--- src/hdl/strap_defaults_pkg.sv ---
// constants for the port 1 / phy a strap default loader
// Summary of operation
// - speed strap (default 1) sets rate-select-low reset value and steers phy mode field
// - speed strap sets reset values of both 10BASE-T advertised capability bits
// - duplex strap (default 1) sets duplex bit reset value and steers phy mode field on copper
// - duplex strap sets only the 10BASE-T full-duplex advertised bit
// - in fibre mode speed and pause straps leave phy defaults alone
// - backpressure strap (default 1) sets port 1 backpressure enable reset value
// - full-duplex pause strap (default 1) sets transmit and receive pause enables
// - full-duplex pause strap also sets advertised asymmetric pause bit
// - forced pause strap (default 0) sets port 1 forced pause select bit
// - forced pause strap also sets advertised asymmetric and symmetric pause bits
// - low power idle strap pin sets mac low power idle enable reset value
// - in fibre mode the low power idle strap has no effect
// - low power idle strap also sets phy enable, capability and advertisement bits
package strap_defaults_pkg;
	// documented default strap levels
	localparam logic SPEED_DEFAULT      = 1'h1;
	localparam logic DUPLEX_DEFAULT     = 1'h1;
	localparam logic BACKPRESSURE_DEFAULT = 1'h1;
	localparam logic FD_PAUSE_DEFAULT   = 1'h1;
	localparam logic FORCED_PAUSE_DEFAULT = 1'h0;
	// phy mode field
	localparam int   MODE_W             = 3;
	localparam logic [2:0] MODE_10HD    = 3'h0;
	localparam logic [2:0] MODE_10FD    = 3'h1;
	localparam logic [2:0] MODE_100HD   = 3'h2;
	localparam logic [2:0] MODE_100FD   = 3'h3;
	localparam logic [2:0] MODE_ALL     = 3'h7;
	// loader sequence
	typedef enum logic [1:0] {
		ST_RESET = 2'h0,
		ST_SYNC  = 2'h1,
		ST_LOAD  = 2'h2,
		ST_RUN   = 2'h3
	} load_state_type;
	// sync stages before the strap sample is trusted
	localparam logic [1:0] SYNC_CYCLES  = 2'h2;
endpackage

--- src/hdl/port1_phya_strap_defaults.sv ---
// port 1 and phy a strap default loader with software-writable fields
`timescale 1ns/1ps
`default_nettype none
module port1_phya_strap_defaults (
	// clock and reset
	input  wire logic       i_mclk,
	input  wire logic       i_rst_b,
	// strap pins, sampled once after reset
	input  wire logic       i_speed_strap,
	input  wire logic       i_duplex_strap,
	input  wire logic       i_port1_backpressure_default_cfg,
	input  wire logic       i_port1_fullduplex_pause_default_cfg,
	input  wire logic       i_port1_forced_pause_default_cfg,
	input  wire logic       i_low_power_idle_strap_pin,
	input  wire logic       i_fibre_mode,
	// software field writes
	input  wire logic       i_sw_wr,
	input  wire logic [15:0] i_sw_data,
	// loaded field values
	output logic            o_load_done,
	output logic            o_phy_rate_select_low,
	output logic            o_phy_full_duplex_sel,
	output logic [2:0]      o_phy_mode,
	output logic            o_adv_10fd,
	output logic            o_adv_10hd,
	output logic            o_adv_asym_pause,
	output logic            o_adv_sym_pause,
	output logic            o_port1_backpressure_on,
	output logic            o_port1_tx_pause_on,
	output logic            o_port1_rx_pause_on,
	output logic            o_port1_forced_pause_sel,
	output logic            o_mac_low_power_idle_on,
	output logic            o_phy_low_power_idle_on,
	output logic            o_phy_eee_cap_100,
	output logic            o_phy_eee_adv_100
);
	typedef struct packed {
		strap_defaults_pkg::load_state_type st;
		logic        done;  // straps applied, software now owns the fields
		logic [1:0]  cnt;
		logic [6:0]  s1;    // first sync stage, read only by s2
		logic [6:0]  s2;
		logic [15:0] f;     // field image
	} state_type;

	state_type st_reg;
	state_type st_next;

	// field image bit positions, the same layout as a software write
	localparam int F_RATE  = 0;
	localparam int F_DUP   = 1;
	localparam int F_MODE  = 2;
	localparam int F_A10FD = 5;
	localparam int F_A10HD = 6;
	localparam int F_ASYM  = 7;
	localparam int F_SYM   = 8;
	localparam int F_BP    = 9;
	localparam int F_TXP   = 10;
	localparam int F_RXP   = 11;
	localparam int F_FRC   = 12;
	localparam int F_MLPI  = 13;
	localparam int F_PLPI  = 14;
	localparam int F_CAP   = 15;

	// strap vector order, as packed into the sync stages
	localparam int S_SPEED  = 0;
	localparam int S_DUPLEX = 1;
	localparam int S_BP     = 2;
	localparam int S_FDP    = 3;
	localparam int S_FRC    = 4;
	localparam int S_LPI    = 5;
	localparam int S_FIBRE  = 6;

	// field image while reset is asserted: strap default levels, advertisement and low power bits low
	localparam logic [15:0] RESET_IMAGE = {3'h0, strap_defaults_pkg::FORCED_PAUSE_DEFAULT,
		strap_defaults_pkg::FD_PAUSE_DEFAULT, strap_defaults_pkg::FD_PAUSE_DEFAULT,
		strap_defaults_pkg::BACKPRESSURE_DEFAULT, 4'h0, strap_defaults_pkg::MODE_100FD,
		strap_defaults_pkg::DUPLEX_DEFAULT, strap_defaults_pkg::SPEED_DEFAULT};

	// mode field from rate and duplex straps
	function automatic logic [2:0] mode_of(input logic rate, input logic dup);
		case ({rate, dup})
			2'h0:    mode_of = strap_defaults_pkg::MODE_10HD;
			2'h1:    mode_of = strap_defaults_pkg::MODE_10FD;
			2'h2:    mode_of = strap_defaults_pkg::MODE_100HD;
			default: mode_of = strap_defaults_pkg::MODE_100FD;
		endcase
	endfunction

	// switch side fields follow their straps whatever the phy does, except mac low power idle, which fibre forces off
	function automatic logic [15:0] switch_image(input logic [15:0] img_in, input logic [6:0] smp);
		logic [15:0] img;
		img          = img_in;
		img[F_BP]    = smp[S_BP];
		img[F_TXP]   = smp[S_FDP];
		img[F_RXP]   = smp[S_FDP];
		img[F_FRC]   = smp[S_FRC];
		// no autonegotiation on fibre, so no low power idle either
		img[F_MLPI]  = smp[S_LPI] & ~smp[S_FIBRE];
		switch_image = img;
	endfunction

	// phy fields on fibre: fixed values, only the duplex strap still counts
	function automatic logic [15:0] fibre_image(input logic [15:0] img_in, input logic [6:0] smp);
		logic [15:0] img;
		img              = img_in;
		img[F_RATE]      = 1'h1;
		img[F_DUP]       = smp[S_DUPLEX];
		img[F_MODE +: 3] = strap_defaults_pkg::MODE_ALL;
		img[F_A10FD]     = smp[S_DUPLEX];
		img[F_A10HD]     = 1'h1;
		// pause and low power advertisement stay off without negotiation
		img[F_ASYM]      = 1'h0;
		img[F_SYM]       = 1'h0;
		img[F_PLPI]      = 1'h0;
		img[F_CAP]       = 1'h0;
		fibre_image      = img;
	endfunction

	// phy fields on copper: every phy-side strap applies
	function automatic logic [15:0] copper_image(input logic [15:0] img_in, input logic [6:0] smp);
		logic [15:0] img;
		img              = img_in;
		img[F_RATE]      = smp[S_SPEED];
		img[F_DUP]       = smp[S_DUPLEX];
		img[F_MODE +: 3] = mode_of(smp[S_SPEED], smp[S_DUPLEX]);
		// 10 Mb/s full duplex needs both the rate and the duplex strap
		img[F_A10FD]     = smp[S_SPEED] & smp[S_DUPLEX];
		img[F_A10HD]     = smp[S_SPEED];
		// forced pause advertises both pause kinds, full-duplex pause only the asymmetric one
		img[F_ASYM]      = smp[S_FDP] | smp[S_FRC];
		img[F_SYM]       = smp[S_FRC];
		// one bit serves both the capability and the advertisement output
		img[F_PLPI]      = smp[S_LPI];
		img[F_CAP]       = smp[S_LPI];
		copper_image     = img;
	endfunction

	// the whole load: switch side first, then the phy side chosen by the fibre strap
	function automatic logic [15:0] load_image(input logic [6:0] smp);
		logic [15:0] img;
		img = switch_image(16'h0000, smp);
		if (smp[S_FIBRE]) begin
			img = fibre_image(img, smp);
		end else begin
			img = copper_image(img, smp);
		end
		load_image = img;
	endfunction

	// sequencer: sync straps, let the sample settle, load once, then follow software
	// hazard: straps must stand still from reset release until the load, there is no
	// second sample and no glitch filter beyond the two sync stages
	always_comb begin
		st_next    = st_reg;
		// two flip-flops between the strap pins and any logic
		st_next.s1 = {i_fibre_mode, i_low_power_idle_strap_pin, i_port1_forced_pause_default_cfg,
			i_port1_fullduplex_pause_default_cfg, i_port1_backpressure_default_cfg,
			i_duplex_strap, i_speed_strap};
		st_next.s2 = st_reg.s1;
		case (st_reg.st)
			strap_defaults_pkg::ST_RESET: begin
				// first edge after release: start the settle count
				st_next.st  = strap_defaults_pkg::ST_SYNC;
				st_next.cnt = 2'h0;
			end
			strap_defaults_pkg::ST_SYNC: begin
				// s2 only holds a clean sample once both stages have refilled
				st_next.cnt = st_reg.cnt + 2'h1;
				if (st_reg.cnt == strap_defaults_pkg::SYNC_CYCLES) begin
					st_next.st = strap_defaults_pkg::ST_LOAD;
				end
			end
			strap_defaults_pkg::ST_LOAD: begin
				// the only place the straps ever reach the fields
				st_next.f    = load_image(st_reg.s2);
				st_next.done = 1'h1;
				st_next.st   = strap_defaults_pkg::ST_RUN;
			end
			default: begin
				// writes before the load are dropped; after it they stick until reset
				if (i_sw_wr) begin
					st_next.f = i_sw_data;
				end
			end
		endcase
	end

	// state register; reset holds the default levels until the load replaces them
	always_ff @(posedge i_mclk or negedge i_rst_b) begin
		if (!i_rst_b) begin
			st_reg <= '{st: strap_defaults_pkg::ST_RESET, done: 1'h0, cnt: 2'h0, s1: 7'h00, s2: 7'h00,
				f: RESET_IMAGE};
		end else begin
			st_reg <= st_next;
		end
	end

	// load flag straight from its own flip-flop
	assign o_load_done             = st_reg.done;

	// phy control and advertisement fields straight from the register
	assign o_phy_rate_select_low   = st_reg.f[F_RATE];
	assign o_phy_full_duplex_sel   = st_reg.f[F_DUP];
	assign o_phy_mode              = st_reg.f[F_MODE +: 3];
	assign o_adv_10fd              = st_reg.f[F_A10FD];
	assign o_adv_10hd              = st_reg.f[F_A10HD];
	assign o_adv_asym_pause        = st_reg.f[F_ASYM];
	assign o_adv_sym_pause         = st_reg.f[F_SYM];

	// switch port fields straight from the register
	assign o_port1_backpressure_on = st_reg.f[F_BP];
	assign o_port1_tx_pause_on     = st_reg.f[F_TXP];
	assign o_port1_rx_pause_on     = st_reg.f[F_RXP];
	assign o_port1_forced_pause_sel = st_reg.f[F_FRC];

	// low power idle fields; capability and advertisement share one bit
	assign o_mac_low_power_idle_on = st_reg.f[F_MLPI];
	assign o_phy_low_power_idle_on = st_reg.f[F_PLPI];
	assign o_phy_eee_cap_100       = st_reg.f[F_CAP];
	assign o_phy_eee_adv_100       = st_reg.f[F_CAP];
endmodule
`default_nettype wire

--- config.mk ---
export PLATFORM = sky130hd
export DESIGN_NAME = port1_phya_strap_defaults
export DESIGN_NICKNAME = d
export VERILOG_FILES = /design/src/hdl/strap_defaults_pkg.sv /design/src/hdl/port1_phya_strap_defaults.sv
export SDC_FILE = /design/constraint.sdc
export NUM_CORES = 1
export LEC_CHECK = 0
export BUFFER_PORTS_ARGS = -buffer_cell sky130_fd_sc_hd__buf_4
export CELL_PAD_IN_SITES_DETAIL_PLACEMENT = 1
export CELL_PAD_IN_SITES_GLOBAL_PLACEMENT = 2
export CORE_MARGIN = 10
export CORE_UTILIZATION = 33
export DETAILED_ROUTE_END_ITERATION = 10
export PLACE_DENSITY_LB_ADDON = 0.1
export SYNTH_ARGS = -nofsm -noshare
export SYNTH_HDL_FRONTEND = slang
export SYNTH_SLANG_ARGS = --single-unit
--- constraint.sdc ---
create_clock -name i_mclk -period 2.3 [get_ports i_mclk]
set_clock_uncertainty 0.05 [all_clocks]
set_input_delay 0.23 -clock i_mclk [delete_from_list [all_inputs] [get_ports i_mclk]]
set_output_delay 0.23 -clock i_mclk [all_outputs]
set_load 0.01 [all_outputs]
=== Word level (Yosys, flattened, before mapping) ===
Index checks and enable logic that the tools add are counted.

* Add/sub/neg operators: 1
* Eq/ne operators: 6
* Muxes and demuxes: 7
* Bitwise gates (word level): 5
* Reduce and logical (&&, ||, !) cells: 8

{| class="wikitable"
|+ Operators with widths
! kind !! number
|-
| $mux 16 || 2
|-
| $pmux 16 s2 || 1
|-
| $pmux 2 s3 || 2
|-
| $eq 2x2->1 const B || 3
|-
| $eq 2x1->1 const B || 2
|-
| $logic_not 2->1 || 2
|-
| $pmux 2 s2 || 1
|-
| $reduce_and 2->1 || 2
|-
| $reduce_bool 2->1 || 2
|-
| $reduce_bool 3->1 || 1
|-
| $add 2x1->2 const B || 1
|-
| $and 1x1->1 || 2
|-
| $mux 2 || 1
|-
| $ne 2x2->1 const B || 1
|-
| $not 1->1 || 2
|-
| $reduce_or 2->1 || 1
|-
| $or 1x1->1 || 1
|}

* Flip-flop bits (word level): 35
* Input bits: 26
* Output and inout port bits: 18
* Logic and storage cells: 33

=== Longest topological paths before layout ===
Gate-level depths: netlist of run 1.

* Depth after elaboration: 4
* Gate-level depth with buffers: 7
* Gate-level depth less buffers: 5

=== Worst setup path before layout of run 1 ===
OpenSTA, ideal clock, no wires.

* Path type: register -> register
* Start point: register st_reg[33] in the netlist's numbering
* End point: register st_reg (netlist bit o_adv_asym_pause)
* Setup time: 0.125 ns
* Arrival: 1.456 ns
* Data required time: 2.125 ns
* Slack: 0.669 ns
* Stages on the path, launching flop included: 8
* Path buffers: 2
* Period minus slack after synthesis: 1.631 ns
* Cell sequence: dfrtp_1 > inv_1 > ha_1 > nor2_2 > o21a_1 > buf_6 > buf_12 > mux2_4

* Cells in the longest elaborated chain, start to end: 4
* Elaborated cells between the ends (all ways): 8
* Classes of those cells: 2 x eq/ne; 1 x mux; 1 x bitwise; 4 x reduce/logical

{| class="wikitable"
|+ RTL lines
! element !! RTL line !! source
|-
| start: declaration || port1_phya_strap_defaults.sv:46 || <nowiki>state_type st_reg;</nowiki>
|-
| start signal: assignment || port1_phya_strap_defaults.sv:192 || <nowiki>st_reg <= '{st: strap_defaults_pkg::ST_RESET, done: 1'h0, cnt: 2'h0, s1: 7'h00, s2: 7'h00,</nowiki>
|-
| start signal: assignment || port1_phya_strap_defaults.sv:195 || <nowiki>st_reg <= st_next;</nowiki>
|-
| $eq 2x1->1 or $logic_not 2->1 (tied branches) || port1_phya_strap_defaults.sv:161 || <nowiki>case (st_reg.st)</nowiki>
|-
| $reduce_or 2->1 (no line) || n/a ||
|-
| $not 1->1 (no line) || n/a ||
|-
| $reduce_and 2->1 (no line) || n/a ||
|}

Parallel ways exist; a longest one is shown, timed or not.
A chain may end at the register's enable or synchronous reset.

=== Worst setup path after layout of run 1 ===
* Start point: register st_reg[33] in the netlist's numbering
* End point: register st_reg (netlist bit o_adv_10hd)

Same word-level chain as after synthesis.

==> results of run 1 <==
## cells by family after synthesis
kind of cell,count (synthesis)
fa+ha+maj,6
compound gates,14
mux,21
buf+inv,24
simple gates,17
flops,35
## power breakdown
group / switching [mW] / internal, mW / total [mW]
sequential: 0.0209 / 0.665 / 0.686
clock: 0.213 / 0.273 / 0.486
combinational: 0.0700 / 0.115 / 0.185
total: 0.304 / 1.05 / 1.36
## critical path, delay by kind of cell, from the launching register on
family        cells  cell delay, ns
buf+inv           2            0.33
mux               1            0.27
fa+ha+maj         1            0.24
simple gates      2            0.46
flops             1            0.42
## metrics by stage
step | utilization | instances
after floorplan | - | 117
after global placement | 0.422 | 208
after detailed placement | 0.422 | 208
after CTS | 0.458 | 222
after global routing | 0.463 | 224
final | 0.463 | 224
## worst paths after layout
path / startpoint / endpoint / slack, ns / cells past startpoint
max: st_reg[33]$_DFFE_PN0P_ / o_adv_10hd$_DFFE_PN0P_ / 0.42 / 6
min: i_sw_data[2] / o_phy_mode[0]$_DFFE_PN1P_ / 0.20 / 3
max reg2reg: st_reg[33]$_DFFE_PN0P_ / o_adv_10hd$_DFFE_PN0P_ / 0.42 / 6
min reg2reg: st_next[20]$_DFF_PN0_ / st_reg[20]$_DFF_PN0_ / 0.30 / 0
max in group asynchronous: i_rst_b / o_port1_backpressure_on$_DFFE_PN1P_ / 1.47 / 2
min in group asynchronous: i_rst_b / o_phy_eee_adv_100$_DFFE_PN0P_ / 0.38 / 2
## synthesized netlist by cell type, drive strengths merged
| cell | count |
|---|---|
| o21a | 1 |
| buf | 7 |
| o21ai | 8 |
| mux2i | 2 |
| ha | 6 |
| mux2 | 19 |
| a21oi | 1 |
| nor3b | 1 |
| nand2 | 4 |
| o22ai | 4 |
| clkbuf | 1 |
| dfstp | 7 |
| or2b | 1 |
| or2 | 1 |
| inv | 16 |
| nand3b | 1 |
| dfrtp | 28 |
| nor2 | 9 |
## per-layer routing
metal  share of wire  wire (µm)
met1            0.37       1300
met2            0.53       1840
met5               0          0
met3           0.086        301
met4           0.012         42
## layout make-up
cell class                 count  area [µm²]
sequential                    35         885
fill                         478        2370
multi-input combinational     58         500
inverter                      16        60.1
timing repair buffer          55         433
tap                           52        65.1
clock buffer                   8         100
## what timing repair did
| action | in CTS | in global routing |
|---|---|---|
| hold endpoints to repair | 33 | 2 |
| gates resized for setup | 0 | 0 |
| hold buffers | 6 | 2 |
==> flow_summary.toml, run 1 <==
[clock_network]
cts_root_buf = "clkbuf_8"
cts_buffers = 5
cts_setup_buffers = 0
cts_tree = "done"
cts.clk_slew.worst_paths_ns = 0.07
cts_htree_levels = 2
ctsLongestPathBuffers = 2
worstSkewPairLatency_ns = 0.28
cts.sinks = 35

[floorplan]
boundaryPins = 44
core_um2 = 4410
dieArea_um2 = 7700
initial_core_util = 0.343
die_h_um = 87.8
num_rows = 24
die_w_um = 87.8

[worst_setup_path]
slowest_delay_ns = 0.42
worst_setup_path_end_kind = "register"
cp.arrival_ns = 2.00
crit_fanout = 13
cp-start-kind = "register"
worstPathRequired_ns = 2.42
path_cells = "inv_1 -> ha_1 -> buf_4 -> nor3b_1 -> nor2_1 -> mux2_2"
slowest_stage = "dfrtp_1"
critical_path_class = "register to register"

[timing]
fin_crit_ns = 1.88
slew_headroom = 0.705
setup_viol_count_final = 0
fmax_ghz = 0.533
tightest_slew_ns = 0.443
period_share = 0.815
drv_slew = 0
rsz0062_at_grt = "false"
finalHoldViolCount = 0
fin_tns_setup_ns = 0
timing.hold.ws_ns = 0.201
setup_ws_ns = 0.425

[final_layout]
num_antenna_cells = 0
nets = 203
layout_common_cells = "47 x buf_4, 28 x dfrtp_1, 16 x inv_1"
mostFrequentLayoutCell = "buf_4"
largest_reg_flops = 11
syn_to_final_growth_pct = 34.8
stdcell_area_um2 = 2040
drive_above_1_share = 0.471

[logic_synthesis]
yosysSeqAreaShare = 0.584
synth-simple-area-share = 0.0528
synth.area.top_cells = "dfrtp_1 46%, dfstp_2 12%, mux2_4 8.9%, mux2_2 6.7%, ha_1 5.0%"
ys_ff_latch = 35
yosys-mux-area-fraction = 0.177
synth-xor-area-share = 0
synthesis.nets = 149
synth_top_family_by_area = "multiplexers"
synth_top_cell_by_area = "dfrtp_1"
syn_inst = 117
synth_compound_area_frac = 0.0512
synth_cell_type_count = 24
syn_area_um2 = 1520
synth-warning-count = 0
synthAdderAreaFrac = 0.0495
synth.top_cell.area_share = 0.462
syn_area_per_cell_um2 = 13.0

[run_status]
status = "finished clean"

[detailed_routing]
vias_per_cell = 4.53
firstDrtPassIters = 4
post-route-drc-count = 0
drt_wl_total_um = 3490
final_antenna_net_count = 0
drt_iter0_drc = 59
wire_per_inst_um = 15.6
vias = 1015

[placed_design]
port_buffers = 43
gp_congestion = 0.690
dpl.hpwl_um = 2610
dpl_worst_slack_ns = 0.416
placed_cell_area_um2 = 1860

[grt]
grt_antenna_before_repair = 0
grt_pass1_wl_um = 5820
grt_pass1_vias = 1197
gr-usage-met3 = 0.0464
grt_overflow = 0
grt_max_degree = 36
grt_usage = 0.0975
grt_use_met1 = 0.0990
grtUsageMet2 = 0.169
top_usage_layer = "met2"

[worst_hold_path]
hp-class = "primary input to register"

[power_and_ir_drop]
p_per_area_nw_per_um2 = 664
power_mw = 1.36
ir_worst_vdd_v = 0.000397
p_leak_nw = 1.01

[run]
drv_cap = 0
(Power assumes the default switching activity.)
==> run 2: changes to the inputs <==
Clock period 2.3 ns to 1.75 ns, I/O delays scaled along.
==> run 2 against run 1 <==
Against the previous run: power rose by 29%; register-to-register slack got worse by 0.34 ns; first-iteration DRC count fell by 61%; wire length rose by 0.77%; highest routed layer unchanged; sequential share of layout area fell by 1.1 points; largest cell class unchanged; non-clock buffer count rose by 4; final area rose by 2.6%; count of clock-buffer cells in the layout fell by 1; clock power rose by 23%; combinational power rose by 34%; fmax rose by 13%; largest power group unchanged.
==> flow_summary.toml, run 2 (synthesis results as in run 1) <==
[power_and_ir_drop]
power_frac_seq = 0.516
ir_worst_vdd_v = 0.000304
p_int_mw = 1.35
switchingPower_mw = 0.405
clock_power_share = 0.343
power_mw = 1.75
swShare = 0.231
p_leak_nw = 1.03
p_per_area_nw_per_um2 = 835
combPwrFrac = 0.141

[floorplan]
die_h_um = 87.8
die_w_um = 87.8
core_um2 = 4410
boundaryPins = 44
initial_core_util = 0.343
num_rows = 24
dieArea_um2 = 7700

[placed_design]
dpl.hpwl_um = 2690
gp_congestion = 0.705
port_buffers = 43
dpl_worst_slack_ns = 0.00626

[final_layout]
regArea_um2 = 885
nFillCells = 481
layout_common_cells = "49 x buf_4, 28 x dfrtp_1, 15 x inv_1"
multi_input_area_um2 = 526
drive_above_1_share = 0.506
nets = 207
largest_reg_flops = 11
num_antenna_cells = 0
syn_to_final_growth_pct = 38.4
mostFrequentLayoutCell = "buf_4"

[detailed_routing]
wire_per_inst_um = 15.4
vias = 1020
drt_iter0_drc = 23
post-route-drc-count = 0
vias_per_cell = 4.47
firstDrtPassIters = 4
final_antenna_net_count = 0
drt_wl_total_um = 3520

[worst_setup_path]
worstPathRequired_ns = 1.87
critical_path_class = "register to register"
worst_setup_path_end_kind = "register"
cp-start-kind = "register"
crit_fanout = 8
cp.arrival_ns = 1.78

[timing]
setup_ws_ns = 0.0832
period_share = 0.952
setup_viol_count_final = 0
drv_slew = 0
fmax_ghz = 0.600
fin_tns_setup_ns = 0
fin_crit_ns = 1.67
finalHoldViolCount = 0
slew_headroom = 0.701
tightest_slew_ns = 0.449

[clock_network]
worstSkewPairLatency_ns = 0.28
cts.clk_slew.worst_paths_ns = 0.07
cts_buffers = 5
cts_htree_levels = 2
cts_root_buf = "clkbuf_8"
cts.sinks = 35
cts_tree = "done"
ctsLongestPathBuffers = 2

[grt]
grt_pass1_vias = 1161
grt_pass1_wl_um = 5640
grt_antenna_before_repair = 0
grt_max_degree = 36
grt_overflow = 0
grt_usage = 0.0945

[worst_hold_path]
hp-class = "primary input to register"

[run]
drv_cap = 0

[run_status]
status = "finished clean"
[run 2: through the flow]
stage | instance area (µm²) | hold slack [ns] | std cells | util
finish | 2100 | 0.191 | 228 | 0.475
global route | 2100 | 0.197 | 228 | 0.475
CTS | 2050 | 0.186 | 225 | 0.464
detailed placement | 1870 | 0.112 | 209 | 0.424
global placement | 1870 | 0.106 | 209 | 0.424
floorplan | 1520 | -0.171 | 117 | -
[run 2: layout make-up]
class                           instances  share of cell area
Multi-Input combinational cell         58               0.251
Inverter                               16              0.0286
Clock buffer                            7              0.0412
Tap cell                               52              0.0310
Timing Repair Buffer                   59               0.224
Clock inverter                          1             0.00239
Sequential cell                        35               0.422
[run 2: timing repair]
action	CTS	global route
hold buffers	8	0
hold endpoints to repair	35	0
setup endpoints to repair	1	16
gates cloned	0	0
buffers inserted	0	3
gates resized for setup	1	7
[run 2: worst paths after layout]
check	to	depth (start not counted)	start	slack, ns
worst max register to register	o_port1_forced_pause_sel$_DFFE_PN0P_	6	st_reg[33]$_DFFE_PN0P_	0.08
min in group asynchronous	o_phy_eee_adv_100$_DFFE_PN0P_	2	i_rst_b	0.32
worst min-delay path	o_phy_mode[2]$_DFFE_PN0P_	3	i_sw_data[4]	0.19
max in group asynchronous	o_port1_rx_pause_on$_DFFE_PN1P_	2	i_rst_b	0.97
worst min register to register	st_reg[18]$_DFF_PN0_	0	st_next[18]$_DFF_PN0_	0.30
worst max-delay path	o_port1_forced_pause_sel$_DFFE_PN0P_	6	st_reg[33]$_DFFE_PN0P_	0.08
[run 2: power groups by stage]
| stage | Sequential [mW] | Clock (mW) | Combinational (mW) |
|---|---|---|---|
| 2_1_floorplan | 0.927 | 0 | 0.101 |
| 3_3_place_gp | 0.916 | 0 | 0.233 |
| 3_5_place_dp | 0.918 | 0 | 0.239 |
| 4_1_cts | 0.905 | 0.632 | 0.254 |
| 5_1_grt | 0.910 | 0.660 | 0.273 |
| 6_report | 0.903 | 0.600 | 0.247 |
[run 2: metal layers]
metal | up-vias | global-route usage | wire length [µm]
li1 | 489 | - | -
met1 | 499 | 0.102 | 1420
met2 | 27 | 0.163 | 1830
met3 | 5 | 0.0371 | 211
met4 | 0 | 0.0348 | 51
met5 | - | 0 | 0
[run 2: worst max-delay path: stages (launching register included)]
cell and delay [ns]:
dfrtp_1 0.42, inv_2 0.09, ha_2 0.20, nor2_4 0.13, o21a_1 0.18, buf_6 0.18, mux2_4 0.31
==> run 3: changes to the inputs <==
Settings changed: CORE_UTILIZATION 33 to 35.
Clock period 1.75 ns to 2.15 ns, I/O delays scaled along.
==> run 3 against run 2 <==
Against the previous run: final area down 2.6%; fmax fell by 9.1%; first-iteration DRC count down 4.3%; hold slack worse by 0.00083 ns; critical path depth is 1 lower.
==> flow_summary.toml, run 3 (synthesis results as in run 1) <==
[grt]
grtUsageMet2 = 0.164
grt_pass1_vias = 1162
grt_max_degree = 36
grt_use_met1 = 0.109
grt_usage = 0.100
grt_pass1_wl_um = 5820
gr-usage-met3 = 0.0426
grt_antenna_before_repair = 0
top_usage_layer = "met2"
grt_overflow = 0

[detailed_routing]
wire_per_inst_um = 15.0
vias_per_cell = 4.55
final_antenna_net_count = 0
vias = 1000
firstDrtPassIters = 2
drt_iter0_drc = 22
drt_wl_total_um = 3310
post-route-drc-count = 0

[clock_network]
cts.sinks = 35
cts_root_buf = "clkbuf_8"
cts.clk_slew.worst_paths_ns = 0.08
ctsResizeCount = 0
cts_buffers = 5
cts_tree = "done"
cts_htree_levels = 2
ctsLongestPathBuffers = 2
worstSkewPairLatency_ns = 0.30

[worst_setup_path]
worst_setup_path_end_kind = "register"
slowest_stage = "dfrtp_1"
cp.arrival_ns = 1.97
cp-start-kind = "register"
startpoint = "st_reg[33]$_DFFE_PN0P_"
r2r-start = "st_reg[33]$_DFFE_PN0P_"
worstPathRequired_ns = 2.29
critPathTopFamily = "multiplexers"
crit_buf_inv = 2
critical_path_class = "register to register"
crit_fanout = 17
slowest_delay_ns = 0.42
path_cells = "inv_1 -> ha_1 -> buf_4 -> mux2_2 -> mux2_4"

[final_layout]
mostFrequentLayoutCell = "buf_4"
layout_common_cells = "45 x buf_4, 28 x dfrtp_1, 16 x inv_1"
syn_to_final_growth_pct = 34.8
num_antenna_cells = 0
largest_reg_flops = 11
drive_above_1_share = 0.471
nets = 201
nFillCells = 445

[floorplan]
boundaryPins = 44
num_rows = 23
die_w_um = 85.8
initial_core_util = 0.371
die_h_um = 85.8
core_um2 = 4090
dieArea_um2 = 7360

[worst_hold_path]
hp-class = "primary input to register"
min_from = "i_sw_data[2]"

[timing]
drv_slew = 0
period_share = 0.853
fin_crit_ns = 1.83
fin_tns_setup_ns = 0
setup_viol_count_final = 0
tightest_slew_ns = 0.441
slew_headroom = 0.706
finalHoldViolCount = 0
fmax_ghz = 0.546
rsz0062_at_grt = "false"
timing.hold.ws_ns = 0.190

[run]
drv_cap = 0

[placed_design]
port_buffers = 43
dpl.hpwl_um = 2520
gp_congestion = 0.724

[run_status]
status = "finished clean"

[power_and_ir_drop]
ir_worst_vdd_v = 0.000465
p_per_area_nw_per_um2 = 755
p_leak_nw = 1.01
## run 3: cell types whose count changed in the layout (fill, tap and decap cells not counted), sizes merged
cell	previous run	this run
buf	51	45
clkbuf	7	5
bufinv	0	1
inv	16	17
## run 3: stage by stage
| stage | cell area, µm² | setup WS [ns] | util | instances | power (mW) |
|---|---|---|---|---|---|
| floorplan | 1520 | 0.519 | - | 117 | 0.837 |
| global placement | 1850 | 0.361 | 0.452 | 204 | 0.934 |
| global route | 2040 | 0.211 | 0.500 | 220 | 1.62 |
| finish | 2040 | 0.317 | 0.500 | 220 | 1.54 |
| detailed placement | 1850 | 0.311 | 0.452 | 204 | 0.940 |
| CTS | 2040 | 0.302 | 0.500 | 220 | 1.57 |
## run 3: what timing repair did
item | in CTS | in global routing
endpoints found under the hold margin | 35 | 0
buffers inserted | 0 | 0
hold buffers | 8 | 0
## run 3: worst min-delay path, delay by kind of cell
kind	cells	cell delay [ns]
AO/OA/AOI/OAI	1	0.06
buffers and inverters	1	0.08
multiplexers	1	0.13
## run 3: routing by layer
layer | routed length [µm] | vias to the layer above | part of all wire
li1 | - | 480 | -
met3 | 192 | 8 | 0.058
met5 | 0 | - | 0
met1 | 1440 | 484 | 0.44
met2 | 1600 | 28 | 0.48
met4 | 71 | 0 | 0.021
## run 3: final timing paths
| path | to | slack, ns | cells after the start |
|---|---|---|---|
| setup / recovery | o_port1_forced_pause_sel$_DFFE_PN0P_ | 0.32 | 5 |
| hold / removal | o_phy_mode[0]$_DFFE_PN1P_ | 0.19 | 3 |
| setup reg to reg | o_port1_forced_pause_sel$_DFFE_PN0P_ | 0.32 | 5 |
| hold reg to reg | st_reg[16]$_DFF_PN0_ | 0.30 | 0 |
| max in group asynchronous | o_phy_full_duplex_sel$_DFFE_PN1P_ | 1.34 | 2 |
| min in group asynchronous | o_load_done$_DFFE_PN0P_ | 0.36 | 2 |
## run 3: layout make-up
| type | instances | area, µm² | share of cell area |
|---|---|---|---|
| Clock buffer | 5 | 68.8 | 0.0337 |
| Tap cell | 50 | 62.6 | 0.0306 |
| Inverter | 16 | 60.1 | 0.0294 |
| Multi-Input combinational cell | 58 | 500 | 0.245 |
| Timing Repair Buffer | 53 | 418 | 0.205 |
| Sequential cell | 35 | 885 | 0.433 |
| Clock inverter | 3 | 47.5 | 0.0233 |
## run 3: power by group
group	switching (mW)	total (mW)	internal (mW)
registers	0.0242	0.736	0.712
logic	0.0743	0.196	0.122
clock network	0.258	0.609	0.351
total	0.357	1.54	1.18
